[src/hw/vlou_pkg.sv]
// constants and types shared by the virtual logic output unit
package vlou_pkg;
    // data path widths
    localparam int unsigned VLOU_DW = 16;
    localparam int unsigned VLOU_AW = 4;
    localparam int unsigned VLOU_NDIG = 16;
    localparam int unsigned VLOU_NANA = 8;
    localparam int unsigned VLOU_ANA_BUS_W = VLOU_NANA * VLOU_DW;

    // register offsets on the plain software port
    localparam logic [3:0] OFS_OUTPUT_MODE = 4'h0;
    localparam logic [3:0] OFS_INPUT_A_SEL = 4'h1;
    localparam logic [3:0] OFS_INPUT_B_SEL = 4'h2;
    localparam logic [3:0] OFS_TEST_A_KIND = 4'h3;
    localparam logic [3:0] OFS_TEST_B_KIND = 4'h4;
    localparam logic [3:0] OFS_THRESHOLD_A = 4'h5;
    localparam logic [3:0] OFS_THRESHOLD_B = 4'h6;
    localparam logic [3:0] OFS_FIRST_FUNC = 4'h7;
    localparam logic [3:0] OFS_INPUT_C_SEL = 4'h8;
    localparam logic [3:0] OFS_SECOND_FUNC = 4'h9;
    localparam logic [3:0] OFS_POLARITY = 4'ha;
    localparam logic [3:0] OFS_STATUS = 4'hb;

    // input selection field layout
    localparam int unsigned SEL_W = 5;
    localparam int unsigned SEL_ANA_BIT = 4;
    localparam logic [4:0] SEL_C_OFF = 5'h00;
    localparam logic [4:0] SEL_C_MAX = 5'h10;

    // status register bit positions
    localparam int unsigned ST_OUT_BIT = 0;
    localparam int unsigned ST_RES_A_BIT = 1;
    localparam int unsigned ST_RES_B_BIT = 2;
    localparam int unsigned ST_STAGE1_BIT = 3;
    localparam int unsigned ST_FF_BIT = 4;

    // reset values
    localparam logic [3:0] MODE_RST = 4'h0;
    localparam logic POL_RST = 1'b1;

    // operating modes
    typedef enum logic [3:0] {
        VLOU_MODE_OFF = 4'h0,
        VLOU_MODE_DIG = 4'h1,
        VLOU_MODE_DDIG = 4'h2,
        VLOU_MODE_ANA = 4'h3,
        VLOU_MODE_DANA = 4'h4,
        VLOU_MODE_DFULL = 4'h5,
        VLOU_MODE_BRK = 4'h6,
        VLOU_MODE_ABRK = 4'h7,
        VLOU_MODE_ALIFT = 4'h8
    } vlou_mode_e;

    // comparison tests
    typedef enum logic [2:0] {
        VLOU_T_GT = 3'h0,
        VLOU_T_GE = 3'h1,
        VLOU_T_LT = 3'h2,
        VLOU_T_LE = 3'h3,
        VLOU_T_AGT = 3'h4,
        VLOU_T_AGE = 3'h5,
        VLOU_T_ALT = 3'h6,
        VLOU_T_ALE = 3'h7
    } vlou_test_e;

    // combining functions
    typedef enum logic [3:0] {
        VLOU_F_OR = 4'h0,
        VLOU_F_SR_RISE = 4'h1,
        VLOU_F_RS_RISE = 4'h2,
        VLOU_F_SR_FALL = 4'h3,
        VLOU_F_RS_FALL = 4'h4,
        VLOU_F_AND = 4'h5,
        VLOU_F_XOR = 4'h6,
        VLOU_F_NOR = 4'h7,
        VLOU_F_NAND = 4'h8
    } vlou_func_e;
endpackage

[src/hw/vlou_logic.sv]
// two-input boolean combining function
`timescale 1ns/1ps
module vlou_logic
    import vlou_pkg::*;
(
    input wire logic [3:0] func, // function code
    input wire logic a,          // first operand
    input wire logic b,          // second operand
    output logic y               // combined value
);
    // flip-flop codes have no gate form here; they fall back to or
    always_comb begin
        case (func)
            VLOU_F_AND: y = a & b;
            VLOU_F_XOR: y = a ^ b;
            VLOU_F_NOR: y = ~a & ~b;
            VLOU_F_NAND: y = ~a | ~b;
            default: y = a | b;
        endcase
    end
endmodule

[src/hw/vlou_test.sv]
// threshold test of one analog variable
`timescale 1ns/1ps
module vlou_test
    import vlou_pkg::*;
(
    input wire logic [2:0] kind,         // which of eight tests
    input wire logic signed [15:0] value, // selected variable
    input wire logic signed [15:0] thresh, // comparison value
    output logic result                  // test outcome
);
    logic signed [16:0] v_ext;
    logic signed [16:0] t_ext;
    logic signed [16:0] mag;

    // 17 bits so the magnitude of the most negative value stays exact
    always_comb begin
        v_ext = {value[15], value};
        t_ext = {thresh[15], thresh};
        mag = value[15] ? -v_ext : v_ext;
        case (kind)
            VLOU_T_GT: result = v_ext > t_ext;
            VLOU_T_GE: result = v_ext >= t_ext;
            VLOU_T_LT: result = v_ext < t_ext;
            VLOU_T_LE: result = v_ext <= t_ext;
            VLOU_T_AGT: result = mag > t_ext;
            VLOU_T_AGE: result = mag >= t_ext;
            VLOU_T_ALT: result = mag < t_ext;
            default: result = mag <= t_ext;
        endcase
    end
endmodule

[src/hw/vlou_top.sv]
// virtual logic output unit: tests, combining stages, polarity, registers
//
// Operation
// - digital B skips test and threshold B
// - input B unused in modes 1 and 3
// - signed tests gt, ge, lt, le
// - absolute tests compare magnitude with threshold
// - test A active when mode above 2
// - test B active for modes 4 to 8
// - threshold A feeds test A
// - threshold B feeds test B
// - or true unless both false
// - and true only when both true
// - xor true when exactly one true
// - nor true only when both false
// - nand false only when both true
// - flip-flop modes hold previous value
// - flip-flop modes act on edges only
// - rise A sets, rise B clears
// - rise A clears, rise B sets
// - fall A sets, fall B clears
// - fall A clears, fall B sets
// - combining function active for modes 3 to 8
// - C disabled passes stage one result directly
// - second stage combines with C, same functions; flip-flop codes act as or there
// - polarity 0 inverts, 1 passes
// - disabled mode holds output inactive
//
// Strobed register access and the register offsets were left to the implementer.
`timescale 1ns/1ps
module vlou_top
    import vlou_pkg::*;
(
    input wire logic mclk,              // 25 mhz clock
    input wire logic rstn,              // synchronous reset, active low
    input wire logic [3:0] addr,        // register address
    input wire logic [15:0] wdata,      // register write data
    input wire logic wr_stb,            // write strobe
    input wire logic rd_stb,            // read strobe
    output logic [15:0] rdata,          // read data, cycle after strobe
    input wire logic [15:0] dig_in,     // selectable digital signals
    input wire logic [127:0] ana_bus,   // eight signed 16-bit variables
    output logic virtual_logic_output   // final virtual output
);
    // software settings
    logic [3:0] output_mode_select_r;
    logic [4:0] input_a_select_r;
    logic [4:0] input_b_select_r;
    logic [2:0] test_a_kind_r;
    logic [2:0] test_b_kind_r;
    logic [15:0] threshold_a_r;
    logic [15:0] threshold_b_r;
    logic [3:0] first_stage_function_r;
    logic [4:0] input_c_select_r;
    logic [3:0] second_stage_function_r;
    logic output_polarity_r;

    // processing state
    logic res_a_q_r;
    logic res_b_q_r;
    logic ff_r;
    logic ff_nxt;
    logic out_r;
    logic out_nxt;
    logic [15:0] rdata_r;
    logic [15:0] rdata_nxt;

    // combinational path
    logic mode_test_a_on;
    logic mode_test_b_on;
    logic mode_comb_on;
    logic mode_single;
    logic mode_live;
    logic a_is_ana;
    logic b_is_ana;
    logic [15:0] a_val;
    logic [15:0] b_val;
    logic a_dig;
    logic b_dig;
    logic a_tst;
    logic b_tst;
    logic res_a;
    logic res_b;
    logic rise_a;
    logic rise_b;
    logic fall_a;
    logic fall_b;
    logic ff_set;
    logic ff_clr;
    logic func_is_ff;
    logic lg1_y;
    logic lg2_y;
    logic stage1;
    logic c_on;
    logic [3:0] c_idx;
    logic c_val;
    logic stage2;
    logic b_sel_open;

    // mode decode
    assign mode_live = (output_mode_select_r != VLOU_MODE_OFF) &&
                       (output_mode_select_r <= VLOU_MODE_ALIFT);
    assign mode_test_a_on = output_mode_select_r > VLOU_MODE_DDIG;
    assign mode_test_b_on = (output_mode_select_r > VLOU_MODE_DDIG) &&
                            (output_mode_select_r <= VLOU_MODE_ALIFT);
    assign mode_comb_on = (output_mode_select_r > VLOU_MODE_DDIG) &&
                          (output_mode_select_r <= VLOU_MODE_ALIFT);
    assign mode_single = (output_mode_select_r == VLOU_MODE_DIG) ||
                         (output_mode_select_r == VLOU_MODE_ANA);
    assign b_sel_open = !mode_single;

    // mode register; factory state is disabled
    always_ff @(posedge mclk) begin
        if (!rstn) begin
            output_mode_select_r <= MODE_RST;
        end else if (wr_stb && addr == OFS_OUTPUT_MODE) begin
            output_mode_select_r <= wdata[3:0];
        end
    end

    // input selections; B is locked while a single mode is active
    always_ff @(posedge mclk) begin
        if (!rstn) begin
            input_a_select_r <= 5'h00;
            input_b_select_r <= 5'h00;
            input_c_select_r <= SEL_C_OFF;
        end else if (wr_stb) begin
            if (addr == OFS_INPUT_A_SEL) begin
                input_a_select_r <= wdata[4:0];
            end else if (addr == OFS_INPUT_B_SEL && b_sel_open) begin
                input_b_select_r <= wdata[4:0];
            end else if (addr == OFS_INPUT_C_SEL) begin
                input_c_select_r <= wdata[4:0];
            end
        end
    end

    // test kinds and thresholds
    always_ff @(posedge mclk) begin
        if (!rstn) begin
            test_a_kind_r <= VLOU_T_GT;
            test_b_kind_r <= VLOU_T_GT;
            threshold_a_r <= 16'h0000;
            threshold_b_r <= 16'h0000;
        end else if (wr_stb) begin
            if (addr == OFS_TEST_A_KIND) begin
                test_a_kind_r <= wdata[2:0];
            end else if (addr == OFS_TEST_B_KIND) begin
                test_b_kind_r <= wdata[2:0];
            end else if (addr == OFS_THRESHOLD_A) begin
                threshold_a_r <= wdata;
            end else if (addr == OFS_THRESHOLD_B) begin
                threshold_b_r <= wdata;
            end
        end
    end

    // combining functions and polarity
    always_ff @(posedge mclk) begin
        if (!rstn) begin
            first_stage_function_r <= VLOU_F_OR;
            second_stage_function_r <= VLOU_F_OR;
            output_polarity_r <= POL_RST;
        end else if (wr_stb) begin
            if (addr == OFS_FIRST_FUNC) begin
                first_stage_function_r <= wdata[3:0];
            end else if (addr == OFS_SECOND_FUNC) begin
                second_stage_function_r <= wdata[3:0];
            end else if (addr == OFS_POLARITY) begin
                output_polarity_r <= wdata[0];
            end
        end
    end

    // operand selection; analog variables sit in 16-bit slices
    assign a_is_ana = input_a_select_r[SEL_ANA_BIT];
    assign b_is_ana = input_b_select_r[SEL_ANA_BIT];
    assign a_val = ana_bus[{input_a_select_r[2:0], 4'h0} +: 16];
    assign b_val = ana_bus[{input_b_select_r[2:0], 4'h0} +: 16];
    assign a_dig = dig_in[input_a_select_r[3:0]];
    assign b_dig = dig_in[input_b_select_r[3:0]];

    vlou_test u_test_a (
        .kind(test_a_kind_r),
        .value(a_val),
        .thresh(threshold_a_r),
        .result(a_tst)
    );

    vlou_test u_test_b (
        .kind(test_b_kind_r),
        .value(b_val),
        .thresh(threshold_b_r),
        .result(b_tst)
    );

    // test results; a digital pick bypasses its test and threshold
    always_comb begin
        if (a_is_ana) begin
            res_a = mode_test_a_on & a_tst;
        end else begin
            res_a = a_dig;
        end
        if (mode_single) begin
            res_b = 1'b0;
        end else if (b_is_ana) begin
            res_b = mode_test_b_on & b_tst;
        end else begin
            res_b = b_dig;
        end
    end

    // edge history; a selection change can look like an edge
    always_ff @(posedge mclk) begin
        if (!rstn) begin
            res_a_q_r <= 1'b0;
            res_b_q_r <= 1'b0;
        end else begin
            res_a_q_r <= res_a;
            res_b_q_r <= res_b;
        end
    end

    assign rise_a = res_a & ~res_a_q_r;
    assign rise_b = res_b & ~res_b_q_r;
    assign fall_a = ~res_a & res_a_q_r;
    assign fall_b = ~res_b & res_b_q_r;

    // set and clear events per flip-flop mode
    always_comb begin
        ff_set = 1'b0;
        ff_clr = 1'b0;
        func_is_ff = 1'b1;
        case (first_stage_function_r)
            VLOU_F_SR_RISE: begin
                ff_set = rise_a;
                ff_clr = rise_b;
            end
            VLOU_F_RS_RISE: begin
                ff_set = rise_b;
                ff_clr = rise_a;
            end
            VLOU_F_SR_FALL: begin
                ff_set = fall_a;
                ff_clr = fall_b;
            end
            VLOU_F_RS_FALL: begin
                ff_set = fall_b;
                ff_clr = fall_a;
            end
            default: begin
                func_is_ff = 1'b0;
            end
        endcase
    end

    // clear is checked first so it wins a tie
    always_comb begin
        if (!mode_comb_on) begin
            ff_nxt = ff_r;
        end else if (ff_clr) begin
            ff_nxt = 1'b0;
        end else if (ff_set) begin
            ff_nxt = 1'b1;
        end else begin
            ff_nxt = ff_r;
        end
    end

    // set-reset state
    always_ff @(posedge mclk) begin
        if (!rstn) begin
            ff_r <= 1'b0;
        end else begin
            ff_r <= ff_nxt;
        end
    end

    vlou_logic u_stage1 (
        .func(first_stage_function_r),
        .a(res_a),
        .b(res_b),
        .y(lg1_y)
    );

    // stage one; outside modes 3..8 test A passes alone
    always_comb begin
        if (!mode_comb_on) begin
            stage1 = res_a;
        end else if (func_is_ff) begin
            stage1 = ff_r;
        end else begin
            stage1 = lg1_y;
        end
    end

    // third input: 0 is off, 1..16 pick a digital signal
    assign c_on = (input_c_select_r != SEL_C_OFF) &&
                  (input_c_select_r <= SEL_C_MAX);
    assign c_idx = input_c_select_r[3:0] - 4'h1;
    assign c_val = dig_in[c_idx];

    vlou_logic u_stage2 (
        .func(second_stage_function_r),
        .a(stage1),
        .b(c_val),
        .y(lg2_y)
    );

    assign stage2 = c_on ? lg2_y : stage1;

    // polarity last, then disabled mode forces inactive
    always_comb begin
        if (!mode_live) begin
            out_nxt = 1'b0;
        end else if (output_polarity_r) begin
            out_nxt = stage2;
        end else begin
            out_nxt = ~stage2;
        end
    end

    // registered output costs one cycle but keeps it glitch free
    always_ff @(posedge mclk) begin
        if (!rstn) begin
            out_r <= 1'b0;
        end else begin
            out_r <= out_nxt;
        end
    end

    // read decode; unmapped addresses read zero
    always_comb begin
        rdata_nxt = 16'h0000;
        if (addr == OFS_OUTPUT_MODE) begin
            rdata_nxt[3:0] = output_mode_select_r;
        end else if (addr == OFS_INPUT_A_SEL) begin
            rdata_nxt[4:0] = input_a_select_r;
        end else if (addr == OFS_INPUT_B_SEL) begin
            rdata_nxt[4:0] = input_b_select_r;
        end else if (addr == OFS_TEST_A_KIND) begin
            rdata_nxt[2:0] = test_a_kind_r;
        end else if (addr == OFS_TEST_B_KIND) begin
            rdata_nxt[2:0] = test_b_kind_r;
        end else if (addr == OFS_THRESHOLD_A) begin
            rdata_nxt = threshold_a_r;
        end else if (addr == OFS_THRESHOLD_B) begin
            rdata_nxt = threshold_b_r;
        end else if (addr == OFS_FIRST_FUNC) begin
            rdata_nxt[3:0] = first_stage_function_r;
        end else if (addr == OFS_INPUT_C_SEL) begin
            rdata_nxt[4:0] = input_c_select_r;
        end else if (addr == OFS_SECOND_FUNC) begin
            rdata_nxt[3:0] = second_stage_function_r;
        end else if (addr == OFS_POLARITY) begin
            rdata_nxt[0] = output_polarity_r;
        end else if (addr == OFS_STATUS) begin
            rdata_nxt[ST_OUT_BIT] = out_r;
            rdata_nxt[ST_RES_A_BIT] = res_a;
            rdata_nxt[ST_RES_B_BIT] = res_b;
            rdata_nxt[ST_STAGE1_BIT] = stage1;
            rdata_nxt[ST_FF_BIT] = ff_r;
        end
    end

    // read data valid only in the cycle after the strobe
    always_ff @(posedge mclk) begin
        if (!rstn) begin
            rdata_r <= 16'h0000;
        end else if (rd_stb) begin
            rdata_r <= rdata_nxt;
        end else begin
            rdata_r <= 16'h0000;
        end
    end

    assign rdata = rdata_r;
    assign virtual_logic_output = out_r;
endmodule
[config.mk]
export PLATFORM = sky130hd
export DESIGN_NAME = vlou_top
export DESIGN_NICKNAME = d
export VERILOG_FILES = /design/src/hw/vlou_pkg.sv /design/src/hw/vlou_logic.sv /design/src/hw/vlou_test.sv /design/src/hw/vlou_top.sv
export SDC_FILE = /design/constraint.sdc
export NUM_CORES = 1
export LEC_CHECK = 0
export BUFFER_PORTS_ARGS = -buffer_cell sky130_fd_sc_hd__buf_2
export CORE_AREA = 2 2 134 136
export DETAILED_ROUTE_END_ITERATION = 8
export DIE_AREA = 0 0 136 138
export PLACE_DENSITY = 0.72
export SYNTH_ARGS = -nofsm -noshare
export SYNTH_HDL_FRONTEND = slang
export SYNTH_HIERARCHICAL = 1
export SYNTH_SLANG_ARGS = --single-unit
[constraint.sdc]
create_clock -name mclk -period 12.2 [get_ports mclk]
set_input_delay 2.44 -clock mclk [delete_from_list [all_inputs] [get_ports mclk]]
set_output_delay 2.44 -clock mclk [all_outputs]
set_load 0.02 [all_outputs]
==> results.cfg <==
[outcome]
status = complete, no violations

[timing]
slew_violations = 0
finalHoldViolations = 0
tns_ns = 0
setup_violations = 0
max_freq_mhz = 107
rsz0062_at_grt = no
hold_ws_ns = 0.477
fin_crit_sh_pct = 76.9
min_period_ns = 9.38
skew_ns = 0.0115
slew_headroom_pct = 19.4
tightest_slew_ns = 1.20

[setup_path]
critical-path-top-delay-family = compound AO/OA/AOI/OAI gates
critical_path_class = in2reg
worst-path-buf-inv = 4
cp_slowest_cell = mux4_2
crit_path_end_kind = register
crit_fanout = 5
startpoint_type = input port
crit_arrival_ns = 9.66
slowest_delay_ns = 0.46
cp.required_ns = 12.48

[synth]
syn_nets = 1227
synth_warnings = 6
synth_common_cells = nand2_1 (144), dfxtp_1 (86), mux4_2 (76)
synthFlopType = dfxtp_1
synth_compound_area_share_pct = 15.9
ys_seq_area_share_pct = 19.4
synth_xor_area_share_pct = 2.86
synthArstFlopShare_pct = 0
synth_simple_gate_area_share_pct = 18.4
yosys-mux-area-fraction_pct = 28.1
synth-adder-area-share_pct = 10.2
synth.distinct_cells = 86
synth_seq_cells = 86
yosysTopAreaCell = dfxtp_1
synth.most_common_cell = nand2_1
synth_edf_count = 0
syn_inst = 987
synth_top_family_by_area = multiplexers
netlist_top_cells_area = dfxtp_1 (19%), mux4_2 (19%), ha_1 (10%), nand2_1 (6.1%), mux2i_1 (4.8%)
netlist_area_um2 = 8870
synth_top_area_share_pct = 19.4
avgSynthCellArea_um2 = 8.99

[grt]
gr-total-overflow = 0
grt.busiest_layer = met2
globalRouteTotalUtil_pct = 28.8
grt_pass1_wl_um = 43000
grt_max_degree = 64
grtUsageMet1_pct = 36.2
grt_pass1_vias = 8305
grt_use_met3_pct = 4.25
antenna_found_initial = 0
grt_util_met2_pct = 48.6

[floorplanning]
num_rows = 49
initial_core_util_pct = 50.6
dieArea_um2 = 18800
ios = 185
die_w_um = 136
die_h_um = 138
core_region_area_um2 = 17500

[clock_network]
hold_buffers = 0
clock_latency_ns = 0.36
cts_tree = yes
post_cts_buffers = 0
htreeDepth = 3
postCtsResizedCells = 0
cts_buffers = 9
cts.sinks = 86
cts_buffer_depth = 2
cts_root_buffer = clkbuf_16
path_clk_slew_ns = 0.08

[detailed_routing]
remaining_drc_errors = 0
wl_per_cell_um = 19.9
wl_um = 27200
ant_nets = 0
vias = 8456
dr.pass1.iters = 7
viasPerCell = 6.19
drt_iter0_markers = 670

[power]
power.switching_w = 0.000257
ir_drop_uv = 60.8
pwr-share-clk_pct = 34.8
p_int_w = 0.000532
p_comb_share_pct = 28.4
power_frac_seq_pct = 36.8
p_per_area_nw_per_um2 = 77.5
p_sw_share_pct = 32.5
power.leakage_nw = 3.89
p_total_w = 0.000789

[run]
maxCapViolations = 0

[placement]
place_congestion = 0.957
place_hpwl_um = 21500
port_buffers = 184
dpl_cell_area_um2 = 9890

[cells_and_area]
nFillCells = 1621
multiInputGateArea_um2 = 6700
syn2layout_area_growth_pct = 14.8
final_nets = 1373
diodes = 0
seqCellArea_um2 = 1730
drive_gt1_share_pct = 31.0
final_area_um2 = 10200

[worst_hold_path]
hp-class = reg2reg
-- routing by layer --
layer	vias to the layer above	part of all wire (%)
met4	0	4.1
met5	-	0
met2	386	48
li1	3963	-
met1	4025	41
met3	82	7.1
-- layout by cell type, fill, tap and decap left out, types with 16 or more instances in the layout --
cell type    n
nor2_1      65
nor3_1      16
o21ai_0     30
ha_1        72
nand2_1    144
nand3_1     28
mux2i_1     43
mux4_2      76
buf_2      184
a21oi_1     69
mux2_2      30
inv_1       55
nor2b_1     17
xnor2_1     20
dfxtp_1     82
-- power groups by stage --
| stage | Sequential, W | Clock, W | Combinational, W |
|---|---|---|---|
| detailed placement | 0.000297 | 0 | 0.000220 |
| global route | 0.000291 | 0.000291 | 0.000245 |
| global placement | 0.000297 | 0 | 0.000215 |
| finish | 0.000290 | 0.000275 | 0.000224 |
| CTS | 0.000290 | 0.000278 | 0.000221 |
| floorplan | 0.000294 | 0 | 0.000149 |
-- final timing paths --
check,from,endpoint,slack [ns],cells after the start
worst min register to register,threshold_a_r[12]$_SDFFE_PN0P_,threshold_a_r[12]$_SDFFE_PN0P_,0.48,2
worst max-delay path,ana_bus[113],virtual_logic_output$_SDFF_PN0_,2.82,36
worst max register to register,input_b_select_r[0]$_SDFFE_PN0P_,virtual_logic_output$_SDFF_PN0_,3.89,36
worst min-delay path,threshold_a_r[12]$_SDFFE_PN0P_,threshold_a_r[12]$_SDFFE_PN0P_,0.48,2
-- stage by stage --
| stage | instances | util, % | worst slack [ns] |
|---|---|---|---|
| global route | 1367 | 58.1 | 2.23 |
| finish | 1367 | 58.1 | 2.82 |
| detailed placement | 1351 | 56.4 | 2.57 |
| floorplan | 987 | - | 3.33 |
| global placement | 1351 | 56.4 | 2.78 |
| CTS | 1367 | 58.1 | 2.91 |
-- cell type report --
type                    instances  area share (%)
multi-input cells             789            65.8
clock buffers                   9            2.21
well taps                     229            2.81
inverters                      58            2.14
flip-flops and latches         86            16.9
repair buffers                189            9.41
clock inverters                 7           0.700
-- cell families (layout without fill, tap and decap cells) --
| family | Yosys count | in the layout |
|---|---|---|
| AND/OR/NAND/NOR | 336 | 336 |
| AO/OA/AOI/OAI | 200 | 200 |
| multiplexers | 150 | 150 |
| buffers and inverters | 112 | 263 |
| flip-flops | 86 | 86 |
| adder cells (fa/ha/maj) | 72 | 72 |
| XOR/XNOR | 29 | 29 |
| other | 2 | 2 |
-- worst reg2reg max path: cells and delay by family (launching register included) --
family | cells | cell delay, ns
AOI/OAI and AO/OA | 14 | 2.82
and+or+nand+nor | 10 | 2.19
adders and majority gates | 3 | 0.82
buffers and inverters | 4 | 0.72
xor gates and xnor gates | 1 | 0.12
DFF | 1 | 0.44
muxes | 4 | 1.13
-- sequential cells by signal, indices dropped and copies added (netlist names), 3 cells and up --
name	count
rdata	16
threshold_a_r	16
threshold_b_r	16
input_a_select_r	5
input_b_select_r	5
input_c_select_r	5
first_stage_function_r	4
output_mode_select_r	4
second_stage_function_r	4
test_a_kind_r	3
test_b_kind_r	3
No activity file was read; power rests on OpenSTA's default activity.
